### src/shared/pdt_pkg.sv
/*
 * Constants, register map and field layouts of the prescaled down timer.
 * Assumes a 32-bit APB master that addresses one aligned word per register.
 */
package pdt_pkg;
   // Register indices; the byte address is four times the index
   localparam logic [9:0] PDT_IDX_PRESCALER = 10'h0_0d2;
   localparam logic [9:0] PDT_IDX_COUNTER = 10'h0_0d3;
   localparam logic [9:0] PDT_IDX_STATUS_CTRL = 10'h0_0d4;
   localparam logic [9:0] PDT_IDX_IRQ_STATUS = 10'h0_0d5;
   localparam logic [9:0] PDT_IDX_IRQ_MASK = 10'h0_0d6;
   // Address bus width and word alignment
   localparam int PDT_ADDR_W = 12;
   localparam logic [1:0] PDT_ALIGN_ZERO = 2'h0;
   // Reset values
   localparam logic [6:0] PDT_PRESCALER_RESET = 7'h7f;
   localparam logic [6:0] PDT_PRESCALER_RELOAD = 7'h7f;
   localparam logic [6:0] PDT_PRESCALER_ZERO = 7'h00;
   localparam logic [7:0] PDT_COUNTER_RESET = 8'hff;
   localparam logic [7:0] PDT_COUNTER_ZERO = 8'h00;
   localparam logic [7:0] PDT_COUNTER_ONE = 8'h01;
   localparam logic [7:0] PDT_STATUS_CTRL_RESET = 8'h00;
   // Internal clock divider ahead of the prescaler
   localparam int PDT_INT_DIVIDE = 12;
   localparam logic [3:0] PDT_DIV_LAST = 4'(PDT_INT_DIVIDE - 1);
   localparam logic [3:0] PDT_DIV_ZERO = 4'h0;
   // Field positions of the status/control register
   localparam int PDT_BIT_ZERO_FLAG = 7;
   // Interrupt status bits (write one to clear) and mask bits
   localparam int PDT_IRQ_W = 2;
   localparam int PDT_IRQ_BIT_ZERO = 0;
   localparam int PDT_IRQ_BIT_UNDERFLOW = 1;
   localparam logic [PDT_IRQ_W-1:0] PDT_IRQ_RESET = 2'h0;
   // Read value of an unmapped word
   localparam logic [31:0] PDT_RDATA_ZERO = 32'h0000_0000;

   // Status/control register layout, bit 7 down to bit 0
   typedef struct packed {
      logic zero_flag;
      logic timer_irq_enable;
      logic reserved_set_bit;
      logic reserved_clear_bit;
      logic prescaler_init;
      logic [2:0] tap_select;
   } pdt_status_ctrl_t;

   // APB request as seen by the slave
   typedef struct packed {
      logic psel;
      logic penable;
      logic pwrite;
      logic [PDT_ADDR_W-1:0] paddr;
      logic [31:0] pwdata;
   } pdt_apb_req_t;

   // Power mode pins of the core
   typedef struct packed {
      logic wait_mode;
      logic stop_mode;
   } pdt_power_t;
endpackage

### src/logic/pdt_timer.sv
/*
 * Prescaled down timer: an 8-bit downcounter fed by a 7-bit prescaler,
 * with zero flag, timer interrupt, wake request and an APB register slave.
 * Assumes one clock CORE_CLK at 250 MHz used as the internal clock, an
 * asynchronous active-high RST, and power mode pins from another domain.
 */
// Register access over APB was decided locally.
// Summary of operation
// - Counter always 8-bit, ticks on selected tap
// - Decrement to zero sets the zero flag
// - Interrupt when zero flag and enable set
// - Underflow 00h to FFh, count continues
// - Counter writable anytime, sets next period
// - Writing 00h or bit 7 sets flag
// - Counter write beats decrement to zero
// - Runs in WAIT, interrupt wakes device
// - STOP freezes counting, no wake
// - Init low holds prescaler 7Fh, counter frozen
// - Tap select divides by two to power
// - Prescaler reads seven bits, bit 7 zero
// - Interrupt enable resets to zero
// - Prescaler clocked by internal clock over twelve
// - Prescaler reloads 7Fh after reaching zero
// - Prescaler writable while init is one
// - Reset sets counter FFh, prescaler 7Fh
`timescale 1ns/1ps

module pdt_timer
(
   input wire logic CORE_CLK,
   input wire logic RST,
   input wire pdt_pkg::pdt_apb_req_t APB_REQ,
   output logic [31:0] PRDATA,
   output logic PREADY,
   output logic PSLVERR,
   input wire pdt_pkg::pdt_power_t POWER_MODE,
   output logic TIMER_IRQ,
   output logic IRQ,
   output logic WAKE
);
   import pdt_pkg::*;

   // Divider and prescaler state
   logic [3:0] div_reg; // Internal clock divide-by-twelve counter
   logic div_tick; // One-cycle enable at the divided rate
   logic [6:0] presc_reg; // Prescaler state
   logic [7:0] count_reg; // Timer counter state
   pdt_status_ctrl_t ctrl_reg; // Status/control register
   logic [PDT_IRQ_W-1:0] irq_status_reg; // Sticky event bits
   logic [PDT_IRQ_W-1:0] irq_mask_reg; // Event mask bits
   // Power mode synchronisers
   pdt_power_t power_meta_reg; // First stage, read only by the second
   pdt_power_t power_sync_reg; // Second stage, safe to use
   // Bus state
   logic ready_reg; // Answer phase flag
   logic [31:0] rdata_reg; // Captured read data
   logic slverr_reg; // Captured error answer
   logic timer_irq_reg; // Registered timer interrupt
   logic irq_reg; // Registered masked interrupt
   logic wake_reg; // Registered wake request
   // Decoded bus strobes
   logic [9:0] word_idx; // Word index of the address
   logic aligned; // Address is word aligned
   logic access_done; // Transfer completes at this edge
   logic wr_fire; // Write takes effect at this edge
   logic wr_presc; // Write to prescaler register
   logic wr_count; // Write to counter register
   logic wr_ctrl; // Write to status/control register
   logic wr_irq_status; // Write to interrupt status
   logic wr_irq_mask; // Write to interrupt mask
   logic mapped; // Address hits a register
   logic [31:0] rd_value; // Read mux result
   // Timer events
   logic run; // Counting allowed
   logic presc_tick; // Prescaler steps this cycle
   logic [6:0] tap_mask; // Low prescaler bits for the tap
   logic count_tick; // Counter steps this cycle
   logic hit_zero; // Counter decrements to zero
   logic underflow; // Counter passes 00h to FFh
   logic flag_set; // Any cause setting the zero flag
   logic flag_clear; // Software clearing the zero flag
   logic zero_next; // Next zero flag value
   logic [PDT_IRQ_W-1:0] irq_events; // Events for the sticky bits
   pdt_status_ctrl_t ctrl_wdata; // Written byte seen as control fields

   // Address decode and strobes
   assign word_idx = APB_REQ.paddr[PDT_ADDR_W-1:2];
   assign aligned = (APB_REQ.paddr[1:0] == PDT_ALIGN_ZERO);
   assign access_done = APB_REQ.psel & APB_REQ.penable & ready_reg;
   assign wr_fire = access_done & APB_REQ.pwrite & mapped;
   assign wr_presc = wr_fire & (word_idx == PDT_IDX_PRESCALER);
   assign wr_count = wr_fire & (word_idx == PDT_IDX_COUNTER);
   assign wr_ctrl = wr_fire & (word_idx == PDT_IDX_STATUS_CTRL);
   assign wr_irq_status = wr_fire & (word_idx == PDT_IDX_IRQ_STATUS);
   assign wr_irq_mask = wr_fire & (word_idx == PDT_IDX_IRQ_MASK);

   // Read mux; unused bits read as zero, reserved control bits read back as written
   always_comb
   begin
      rd_value = PDT_RDATA_ZERO;
      mapped = aligned;
      case (word_idx)
         PDT_IDX_PRESCALER:
         begin
            // Bit 7 always reads zero
            rd_value[6:0] = presc_reg;
         end
         PDT_IDX_COUNTER:
         begin
            rd_value[7:0] = count_reg;
         end
         PDT_IDX_STATUS_CTRL:
         begin
            rd_value[7:0] = ctrl_reg;
         end
         PDT_IDX_IRQ_STATUS:
         begin
            rd_value[PDT_IRQ_W-1:0] = irq_status_reg;
         end
         PDT_IDX_IRQ_MASK:
         begin
            rd_value[PDT_IRQ_W-1:0] = irq_mask_reg;
         end
         default:
         begin
            // Unmapped word answers with an error
            mapped = 1'b0;
         end
      endcase
      if (!aligned)
      begin
         rd_value = PDT_RDATA_ZERO;
      end
   end

   // APB answer: one wait state, then ready with data and error
   always_ff @(posedge CORE_CLK or posedge RST)
   begin
      if (RST)
      begin
         ready_reg <= 1'b0;
         rdata_reg <= PDT_RDATA_ZERO;
         slverr_reg <= 1'b0;
      end
      else if (access_done)
      begin
         // Transfer ends; drop the answer
         ready_reg <= 1'b0;
         rdata_reg <= PDT_RDATA_ZERO;
         slverr_reg <= 1'b0;
      end
      else if (APB_REQ.psel & APB_REQ.penable)
      begin
         // Access phase: present the answer for the next edge
         ready_reg <= 1'b1;
         rdata_reg <= APB_REQ.pwrite ? PDT_RDATA_ZERO : rd_value;
         slverr_reg <= ~mapped;
      end
   end

   // Power mode pins cross into the core clock through two flops
   always_ff @(posedge CORE_CLK or posedge RST)
   begin
      if (RST)
      begin
         power_meta_reg <= '0;
         power_sync_reg <= '0;
      end
      else
      begin
         power_meta_reg <= POWER_MODE;
         power_sync_reg <= power_meta_reg;
      end
   end

   // Divide the internal clock by twelve into an enable pulse
   always_ff @(posedge CORE_CLK or posedge RST)
   begin
      if (RST)
      begin
         div_reg <= PDT_DIV_ZERO;
      end
      else if (div_reg == PDT_DIV_LAST)
      begin
         div_reg <= PDT_DIV_ZERO;
      end
      else
      begin
         div_reg <= div_reg + 4'h1;
      end
   end

   assign div_tick = (div_reg == PDT_DIV_LAST);

   // STOP freezes prescaler and counter, the divider runs on; WAIT has no effect here
   assign run = ctrl_reg.prescaler_init & ~power_sync_reg.stop_mode;
   assign presc_tick = div_tick & run;

   // Tap n fires once every two-to-the-n prescaler steps
   always_comb
   begin
      tap_mask = PDT_PRESCALER_ZERO;
      for (int i = 0; i < 7; i++)
      begin
         if (i < int'(ctrl_reg.tap_select))
         begin
            tap_mask[i] = 1'b1;
         end
      end
   end

   assign count_tick = presc_tick & ((presc_reg & tap_mask) == PDT_PRESCALER_ZERO);

   // Prescaler: held while init is low, writable while it is high
   always_ff @(posedge CORE_CLK or posedge RST)
   begin
      if (RST)
      begin
         presc_reg <= PDT_PRESCALER_RESET;
      end
      else if (!ctrl_reg.prescaler_init)
      begin
         presc_reg <= PDT_PRESCALER_RESET;
      end
      else if (wr_presc)
      begin
         presc_reg <= APB_REQ.pwdata[6:0];
      end
      else if (presc_tick)
      begin
         if (presc_reg == PDT_PRESCALER_ZERO)
         begin
            presc_reg <= PDT_PRESCALER_RELOAD;
         end
         else
         begin
            presc_reg <= presc_reg - 7'h01;
         end
      end
   end

   // Counter: software write wins over a decrement in the same cycle
   always_ff @(posedge CORE_CLK or posedge RST)
   begin
      if (RST)
      begin
         count_reg <= PDT_COUNTER_RESET;
      end
      else if (wr_count)
      begin
         count_reg <= APB_REQ.pwdata[7:0];
      end
      else if (count_tick)
      begin
         // Wraps from 00h to FFh and keeps counting
         count_reg <= count_reg - 8'h01;
      end
   end

   // Counter events, suppressed by a coinciding counter write
   assign hit_zero = count_tick & (count_reg == PDT_COUNTER_ONE) & ~wr_count;
   assign underflow = count_tick & (count_reg == PDT_COUNTER_ZERO) & ~wr_count;

   // Zero flag causes; hardware set wins over a software clear
   assign flag_set = hit_zero | underflow
      | (wr_count & (APB_REQ.pwdata[7:0] == PDT_COUNTER_ZERO))
      | (wr_ctrl & APB_REQ.pwdata[PDT_BIT_ZERO_FLAG]);
   // Only software ever clears it
   assign flag_clear = wr_ctrl & ~APB_REQ.pwdata[PDT_BIT_ZERO_FLAG];
   assign zero_next = flag_set | (ctrl_reg.zero_flag & ~flag_clear);

   // Written byte viewed through the register layout, no loose bit numbers
   assign ctrl_wdata = pdt_status_ctrl_t'(APB_REQ.pwdata[7:0]);

   // Status/control register
   always_ff @(posedge CORE_CLK or posedge RST)
   begin
      if (RST)
      begin
         ctrl_reg <= PDT_STATUS_CTRL_RESET;
      end
      else
      begin
         ctrl_reg.zero_flag <= zero_next;
         if (wr_ctrl)
         begin
            // Control fields follow the written byte
            ctrl_reg.timer_irq_enable <= ctrl_wdata.timer_irq_enable;
            ctrl_reg.reserved_set_bit <= ctrl_wdata.reserved_set_bit;
            ctrl_reg.reserved_clear_bit <= ctrl_wdata.reserved_clear_bit;
            ctrl_reg.prescaler_init <= ctrl_wdata.prescaler_init;
            ctrl_reg.tap_select <= ctrl_wdata.tap_select;
         end
      end
   end

   // Sticky interrupt events
   assign irq_events[PDT_IRQ_BIT_ZERO] = hit_zero;
   assign irq_events[PDT_IRQ_BIT_UNDERFLOW] = underflow;

   // Sticky status, write one to clear, a new event wins
   always_ff @(posedge CORE_CLK or posedge RST)
   begin
      if (RST)
      begin
         irq_status_reg <= PDT_IRQ_RESET;
      end
      else if (wr_irq_status)
      begin
         irq_status_reg <= (irq_status_reg & ~APB_REQ.pwdata[PDT_IRQ_W-1:0]) | irq_events;
      end
      else
      begin
         irq_status_reg <= irq_status_reg | irq_events;
      end
   end

   // Interrupt mask
   always_ff @(posedge CORE_CLK or posedge RST)
   begin
      if (RST)
      begin
         irq_mask_reg <= PDT_IRQ_RESET;
      end
      else if (wr_irq_mask)
      begin
         irq_mask_reg <= APB_REQ.pwdata[PDT_IRQ_W-1:0];
      end
   end

   // Interrupt and wake outputs, all registered levels
   always_ff @(posedge CORE_CLK or posedge RST)
   begin
      if (RST)
      begin
         timer_irq_reg <= 1'b0;
         irq_reg <= 1'b0;
         wake_reg <= 1'b0;
      end
      else
      begin
         // Level while flag and enable both stay set
         timer_irq_reg <= ctrl_reg.zero_flag & ctrl_reg.timer_irq_enable;
         irq_reg <= |(irq_status_reg & irq_mask_reg);
         // Wake from WAIT only; never from STOP
         wake_reg <= ctrl_reg.zero_flag & ctrl_reg.timer_irq_enable
            & power_sync_reg.wait_mode & ~power_sync_reg.stop_mode;
      end
   end

   // Outputs straight from flops
   assign PRDATA = rdata_reg;
   assign PREADY = ready_reg;
   assign PSLVERR = slverr_reg;
   assign TIMER_IRQ = timer_irq_reg;
   assign IRQ = irq_reg;
   assign WAKE = wake_reg;
endmodule

### config.mk
export PLATFORM = sky130hd
export DESIGN_NAME = pdt_timer
export DESIGN_NICKNAME = d
export VERILOG_FILES = /design/src/shared/pdt_pkg.sv /design/src/logic/pdt_timer.sv
export SDC_FILE = /design/constraint.sdc
export NUM_CORES = 1
export LEC_CHECK = 0
export BUFFER_PORTS_ARGS = -buffer_cell sky130_fd_sc_hd__buf_2
export CAP_MARGIN = 10
export CORE_ASPECT_RATIO = 1.5
export CORE_MARGIN = 1
export CORE_UTILIZATION = 49
export DETAILED_ROUTE_END_ITERATION = 8
export PLACE_DENSITY = 0.76
export SETUP_SLACK_MARGIN = 0.2
export SLEW_MARGIN = 20
export SYNTH_ARGS = -nofsm -noshare
export SYNTH_HDL_FRONTEND = slang
export SYNTH_SLANG_ARGS = --single-unit
### constraint.sdc
create_clock -name CORE_CLK -period 2.53 [get_ports CORE_CLK]
set_input_delay 0.506 -clock CORE_CLK [delete_from_list [all_inputs] [get_ports CORE_CLK]]
set_output_delay 0.506 -clock CORE_CLK [all_outputs]
set_load 0.1 [all_outputs]
==> results of run 1 <==
[Yosys cell counts, types with 3 or more instances]
master	instances	area, µm²
sky130_fd_sc_hd__dfrtp_1	33	826
sky130_fd_sc_hd__a22o_1	8	70.1
sky130_fd_sc_hd__mux2i_1	10	100
sky130_fd_sc_hd__nor2_1	21	78.8
sky130_fd_sc_hd__o21ai_0	14	70.1
sky130_fd_sc_hd__nand3_1	13	65.1
sky130_fd_sc_hd__a2111oi_2	4	60.1
sky130_fd_sc_hd__mux2_2	11	124
sky130_fd_sc_hd__inv_1	9	33.8
sky130_fd_sc_hd__dfstp_2	15	394
sky130_fd_sc_hd__nand2_1	32	120
sky130_fd_sc_hd__buf_4	25	188
sky130_fd_sc_hd__xnor2_1	9	78.8
sky130_fd_sc_hd__a211oi_1	3	22.5
sky130_fd_sc_hd__o211ai_1	5	37.5
sky130_fd_sc_hd__nand2b_1	4	25.0
sky130_fd_sc_hd__nand4_1	4	25.0
sky130_fd_sc_hd__buf_2	6	30.0
sky130_fd_sc_hd__nand3b_1	3	22.5
sky130_fd_sc_hd__nor4_1	5	31.3
sky130_fd_sc_hd__a21oi_1	13	65.1
sky130_fd_sc_hd__ha_1	5	62.6
[placed cells by master, fill, tap and decap left out, types with 7 or more instances in the layout]
cell,n
sky130_fd_sc_hd__a21oi_1,13
sky130_fd_sc_hd__a22o_1,8
sky130_fd_sc_hd__buf_2,39
sky130_fd_sc_hd__buf_4,7
sky130_fd_sc_hd__conb_1,24
sky130_fd_sc_hd__dfrtp_1,33
sky130_fd_sc_hd__dfstp_2,15
sky130_fd_sc_hd__inv_1,8
sky130_fd_sc_hd__mux2_2,11
sky130_fd_sc_hd__mux2i_1,10
sky130_fd_sc_hd__nand2_1,32
sky130_fd_sc_hd__nand3_1,13
sky130_fd_sc_hd__nor2_1,21
sky130_fd_sc_hd__o21ai_0,14
sky130_fd_sc_hd__xnor2_1,9
[through the flow]
step / area (µm²) / total power [mW] / utilization [%]
finish: 3270 / 1.75 / 56.5
CTS: 3270 / 1.77 / 56.5
global placement: 3150 / 1.20 / 54.5
detailed placement: 3150 / 1.20 / 54.5
global route: 3270 / 1.81 / 56.5
floorplan: 3030 / 1.16 / -
[cells by family after synthesis]
| kind of cell | after synthesis | share of synthesized area [%] |
|---|---|---|
| AO/OA/AOI/OAI | 60 | 16.0 |
| adder cells (fa/ha/maj) | 5 | 2.12 |
| AND/OR/NAND/NOR | 109 | 20.8 |
| multiplexers | 21 | 7.60 |
| buffers and inverters | 44 | 9.30 |
| other | 1 | 0.127 |
| XOR/XNOR | 9 | 2.67 |
| flip-flops | 48 | 41.4 |
[worst paths after layout]
path	from	to	slack, ns	cells past startpoint
max	div_reg[0]	count_reg[1]	0.42	6
min	RST	ctrl_reg[6]	0.22	3
max reg2reg	div_reg[0]	count_reg[1]	0.42	6
min reg2reg	power_meta_reg[1]	power_sync_reg[1]	0.36	0
max in group asynchronous	RST	count_reg[7]	2.02	3
min in group CORE_CLK	POWER_MODE[1]	power_meta_reg[1]	0.30	1
[routing by layer]
layer	up-vias	global-route usage (%)	part of all wire, %	routed length, µm
li1	1099	-	-	-
met1	1082	23.8	39	2400
met2	82	37.4	54	3380
met3	14	3.30	4.3	266
met4	0	9.53	2.9	183
met5	-	0	0	0
[power breakdown]
part | switching (mW) | total (mW) | internal, mW
combinational | 0.331 | 0.382 | 0.0518
sequential | 0.0195 | 0.805 | 0.785
clock | 0.264 | 0.562 | 0.298
total | 0.614 | 1.75 | 1.13
[final cells by class]
type	instances	area, µm²
fillers	522	2520
multi-input cells	228	1540
flip-flops and latches	48	1220
repair buffers	47	268
well taps	72	90.1
clock buffers	5	68.8
clock inverters	3	47.5
inverters	9	33.8
[worst max-delay path, stage by stage, from the launching register on]
cell and delay [ns]:
sky130_fd_sc_hd__dfrtp_1 0.37, sky130_fd_sc_hd__ha_1 0.20, sky130_fd_sc_hd__nand3b_1 0.14, sky130_fd_sc_hd__or2_1 0.38, sky130_fd_sc_hd__a211oi_1 0.41, sky130_fd_sc_hd__mux2_2 0.38, sky130_fd_sc_hd__a21oi_1 0.15
==> summary.txt, run 1 <==
Maximum level of the CTS H-tree: 2
Synthesized area per cell: 9.93 µm²
Worst Tran Pin Value: 0.588 ns
Final hold slack: 0.216 ns
Worst-case vdd ir drop: 327 µV
Register bit total from synthesis: 48
Yosys warns: 0
Hold_buf cts: 0
Endpoint type of the worst setup path: register
Post-synthesis instance total: 297
Max-cap violations: 0
Worst relative slew slack: 60.3%
Vert. Die Dim: 97.0 µm
Post-synthesis sequential area ratio: 41.4%
Pin count of the biggest net entering global routing: 49
First-pass DRT Iterations: 5
Average wire per cell in the routed design: 15.1 µm
Critical-path maximum fanout: 6
Total of cells resized after clock tree synthesis: 0
Via count of the first global-routing pass: 2,208
Maximum buffer depth of the clock tree: 2
Die X: 65.3 µm
Vias post-DR: 2,277
Num ports: 88
Reported leakage power: 1.42 nW
Power density normalized to cell area: 535 mW/mm²
First-pass GRT wire length: 10,300 µm
Vias per cell: 5.53
Floorplan core area: 0.00579 mm²
DR iter-0 viols: 83
Clock Sink Count: 48
Post-synthesis cell type count: 59
Worst Setup Path Type: register to register
Cell count after placement: 404
Standard-cell rows: 34
Minimum clock period after layout: 2.11 ns
Final worst-path setup slack: 0.420 ns
Total Negative Setup Slacks: 0 ns
Period Utilization, post-route: 83.4%
Remaining design rule violation count: 0
Layout Cells excl Fill: 412
TritonCTS Buffers: 5
Most instantiated flip-flop cell in the synthesis netlist: sky130_fd_sc_hd__dfrtp_1
EDFF count, synth: 0
Clock tree root buffer cell: sky130_fd_sc_hd__clkbuf_8
Number of antenna violations at the first check in global routing: 0
Critical Path RT: 2.76 ns
Post-DP HPWL: 4750 µm
Routability cong.: 0.889
Count of input and output buffers: 39
Highest clock rate: 474 MHz
Register clock-pin slew on the reported worst setup and hold paths: 0.09 ns
Clock Skew: 0.00791 ns
Layout net count: 395
Antenna-violating nets left: 0
Remaining global-route overflow: 0
Global-route total usage across every layer: 21.0%
Summed instance area of the synthesized netlist: 0.00295 mm²
Worst setup timing slack at the placement stage: 0.284 ns
Unrepaired setup endpoints after global routing: false
Starting density of the core: 51.0%
Setup violation total in the final timing report: 0
Routed wire length: 6230 µm
Run status: complete, no violations
Arr. time, crit path: 2.34 ns
Overall die area: 0.00634 mm²
TritonCTS clock tree: built
Buffer count from post-CTS setup fixing: 0
Area delta synth->final: 10.9%
Clock network latency to the later pin of the worst-skew pair: 0.30 ns
Fraction of final layout cells sized beyond drive strength 1: 30.3%
Proportion of synthesized flip-flops having asynchronous set or reset: 100%
Antenna Cells: 0
Fin. Hold Viols: 0
Total count of max-transition violations in the final report: 0
Critical Path Source Type: register
Worst hold-check path type: primary input to async pin
No activity file was read; power rests on OpenSTA's default activity.
==> run 2, diff against run 1 <==
==> constraint.sdc (replaced) <==
create_clock -name CORE_CLK -period 2 [get_ports CORE_CLK]
set_input_delay 0.4 -clock CORE_CLK [delete_from_list [all_inputs] [get_ports CORE_CLK]]
set_output_delay 0.4 -clock CORE_CLK [all_outputs]
set_load 0.1 [all_outputs]
==> run 2 against run 1 <==
Combinational power up 30%. Routed wire length rose by 8.5%. Maximum frequency up 16%. Sequential share of layout area decreased by 2.9 points. Count of clock-buffer cells in the layout unchanged. Non-clock buffer count grew 22. Global-route usage is 0.29 points higher. Worst setup slack worse by 0.23 ns. Core utilization up 4.9 points. Cell count increased by 5.3%. Sequential power up 28%. Total power is 28% higher. Critical endpoint unchanged.
==> summary.txt, run 2 (synthesis gave the netlist of run 1 again) <==
Floorplan core area: 0.00579 mm² (unchanged)
Area of placed instances: 0.00328 mm² (+4.0%)
Final hold slack: 0.101 ns (-0.114 ns)
Maximum buffer depth of the clock tree: 2 (unchanged)
Maximum level of the CTS H-tree: 2 (unchanged)
Clock tree root buffer cell: sky130_fd_sc_hd__clkbuf_8
TritonCTS Buffers: 5 (unchanged)
Power density normalized to cell area: 632 mW/mm² (+18%)
Endpoint type of the worst setup path: register
FF+latch area: 0.00122 mm² (+0.31%)
Via count of the first global-routing pass: 2,307 (+4.5%)
Worst hold-check path type: primary input to async pin
Remaining global-route overflow: 0 (unchanged)
First-pass DRT Iterations: 4 (-1)
Highest clock rate: 552 MHz (+16%)
Starting density of the core: 51.0% (unchanged)
Critical Path Source Type: register
Period Utilization, post-route: 90.6% (+7.2 points)
Clock network latency to the later pin of the worst-skew pair: 0.30 ns (about the same)
Final worst-path setup slack: 0.188 ns (-0.232 ns)
Reported leakage power: 1.55 nW (+8.8%)
Overall die area: 0.00634 mm² (unchanged)
Antenna Cells: 0 (unchanged)
Clock Sink Count: 48 (unchanged)
Count of input and output buffers: 39 (unchanged)
Remaining design rule violation count: 0 (unchanged)
Arr. time, crit path: 2.05 ns (-0.29 ns)
First-pass GRT wire length: 10,500 µm (+1.7%)
Minimum clock period after layout: 1.81 ns (-0.298 ns)
Average wire per cell in the routed design: 15.6 µm (+3.0%)
Worst Setup Path Type: register to register
Antenna-violating nets left: 0 (unchanged)
DR iter-0 viols: 97 (+17%)
Area delta synth->final: 20.5%
TritonCTS clock tree: built
Commonest cells after routing, fill and taps aside: 39 x sky130_fd_sc_hd__buf_2, 32 x sky130_fd_sc_hd__dfrtp_1, 31 x sky130_fd_sc_hd__nand2_1
Register clock-pin slew on the reported worst setup and hold paths: 0.09 ns (about the same)
Total Negative Setup Slacks: 0 ns (unchanged)
Setup violation total in the final timing report: 0 (unchanged)
Run status: complete, no violations
Filler Cell Count: 492 (-5.7%)
Fraction of final layout cells sized beyond drive strength 1: 38.4% (+8.1 points)
Total count of max-transition violations in the final report: 0 (unchanged)
Max-cap violations: 0 (unchanged)
Area used by multi-input combinational logic: 0.00163 mm² (+5.9%)
Most frequent standard cell in the layout excluding fill and tap cells: sky130_fd_sc_hd__buf_2
Critical Path RT: 2.24 ns (-0.52 ns)
Fin. Hold Viols: 0 (unchanged)
Worst setup timing slack at the placement stage: -0.000433 ns (-0.284 ns)
Vert. Die Dim: 97.0 µm (unchanged)
Pin count of the biggest net entering global routing: 29 (-41%)
Num ports: 88 (unchanged)
Standard-cell rows: 34 (unchanged)
Number of antenna violations at the first check in global routing: 0 (unchanged)
Clock Skew: 0.00634 ns (-0.00158 ns)
Post-DP HPWL: 5060 µm (+6.6%)
Design Area, Final: 0.00355 mm² (+8.7%)
Utilization after layout: 61.4% (+4.9 points)
Routability cong.: 0.940 (+5.8%)
Worst-case vdd ir drop: 356 µV (+8.9%)
Routed wire length: 6760 µm (+8.5%)
Vias post-DR: 2,409 (+5.8%)
Vias per cell: 5.55 (+0.43%)
Hold_buf cts: 0 (unchanged)
Layout net count: 417 (+5.6%)
Critical-path maximum fanout: 7 (+1)
Global-route total usage across every layer: 21.3% (+0.29 points)
Unrepaired setup endpoints after global routing: true
Die X: 65.3 µm (unchanged)
==> run 2: path summary, 6_finish.rpt <==
| kind | startpoint | to | slack (ns) | cells after the start |
|---|---|---|---|---|
| worst max-delay path | div_reg[1] | count_reg[1] | 0.19 | 6 |
| worst min-delay path | RST | PRDATA[5] | 0.10 | 2 |
| worst max register to register | div_reg[1] | count_reg[1] | 0.19 | 6 |
| worst min register to register | power_meta_reg[1] | power_sync_reg[1] | 0.36 | 0 |
| max in group asynchronous | RST | count_reg[2] | 1.32 | 3 |
| min in group CORE_CLK | POWER_MODE[0] | power_meta_reg[0] | 0.19 | 1 |
==> run 2: through the flow <==
step	instances	power, mW
finish	434	2.24
global route	434	2.32
CTS	428	2.26
detailed placement	417	1.54
global placement	417	1.54
floorplan	320	1.49
==> run 2: critical path, stage by stage (launching register included) <==
cell                       delay (ns)
sky130_fd_sc_hd__dfrtp_1         0.38
sky130_fd_sc_hd__ha_2            0.19
sky130_fd_sc_hd__nand3b_1        0.12
sky130_fd_sc_hd__or2_4           0.34
sky130_fd_sc_hd__a211oi_2        0.22
sky130_fd_sc_hd__mux2_2          0.36
sky130_fd_sc_hd__a21oi_1         0.14
==> run 2: final cells by class <==
| cell class | instances | share of cell area (%) |
|---|---|---|
| multi-input combinational | 228 | 45.9 |
| inverter | 9 | 0.951 |
| tap | 72 | 2.54 |
| timing repair buffer | 69 | 12.9 |
| clock buffer | 5 | 1.94 |
| clock inverter | 3 | 1.30 |
| sequential | 48 | 34.5 |
==> run 2: timing repair <==
| item | CTS | global route |
|---|---|---|
| resized for setup | 7 | 11 |
| pin swaps | 4 | 13 |
| setup endpoints to repair | 14 | 16 |
| setup buffers | 3 | 6 |
==> run 2: power by group <==
part | switching, mW | internal, mW | leakage [nW]
Combinational | 0.423 | 0.0729 | 0.892
Clock | 0.344 | 0.377 | 0.0548
Sequential | 0.0251 | 1.00 | 0.601
Total | 0.792 | 1.45 | 1.55
==> run 2: per-layer routing <==
metal / global-route usage [%] / up-vias / part of all wire, %
li1: - / 1147 / -
met1: 24.3 / 1168 / 41
met2: 38.3 / 78 / 53
met3: 2.36 / 16 / 3.6
met4: 9.70 / 0 / 3.0
met5: 0 / - / 0
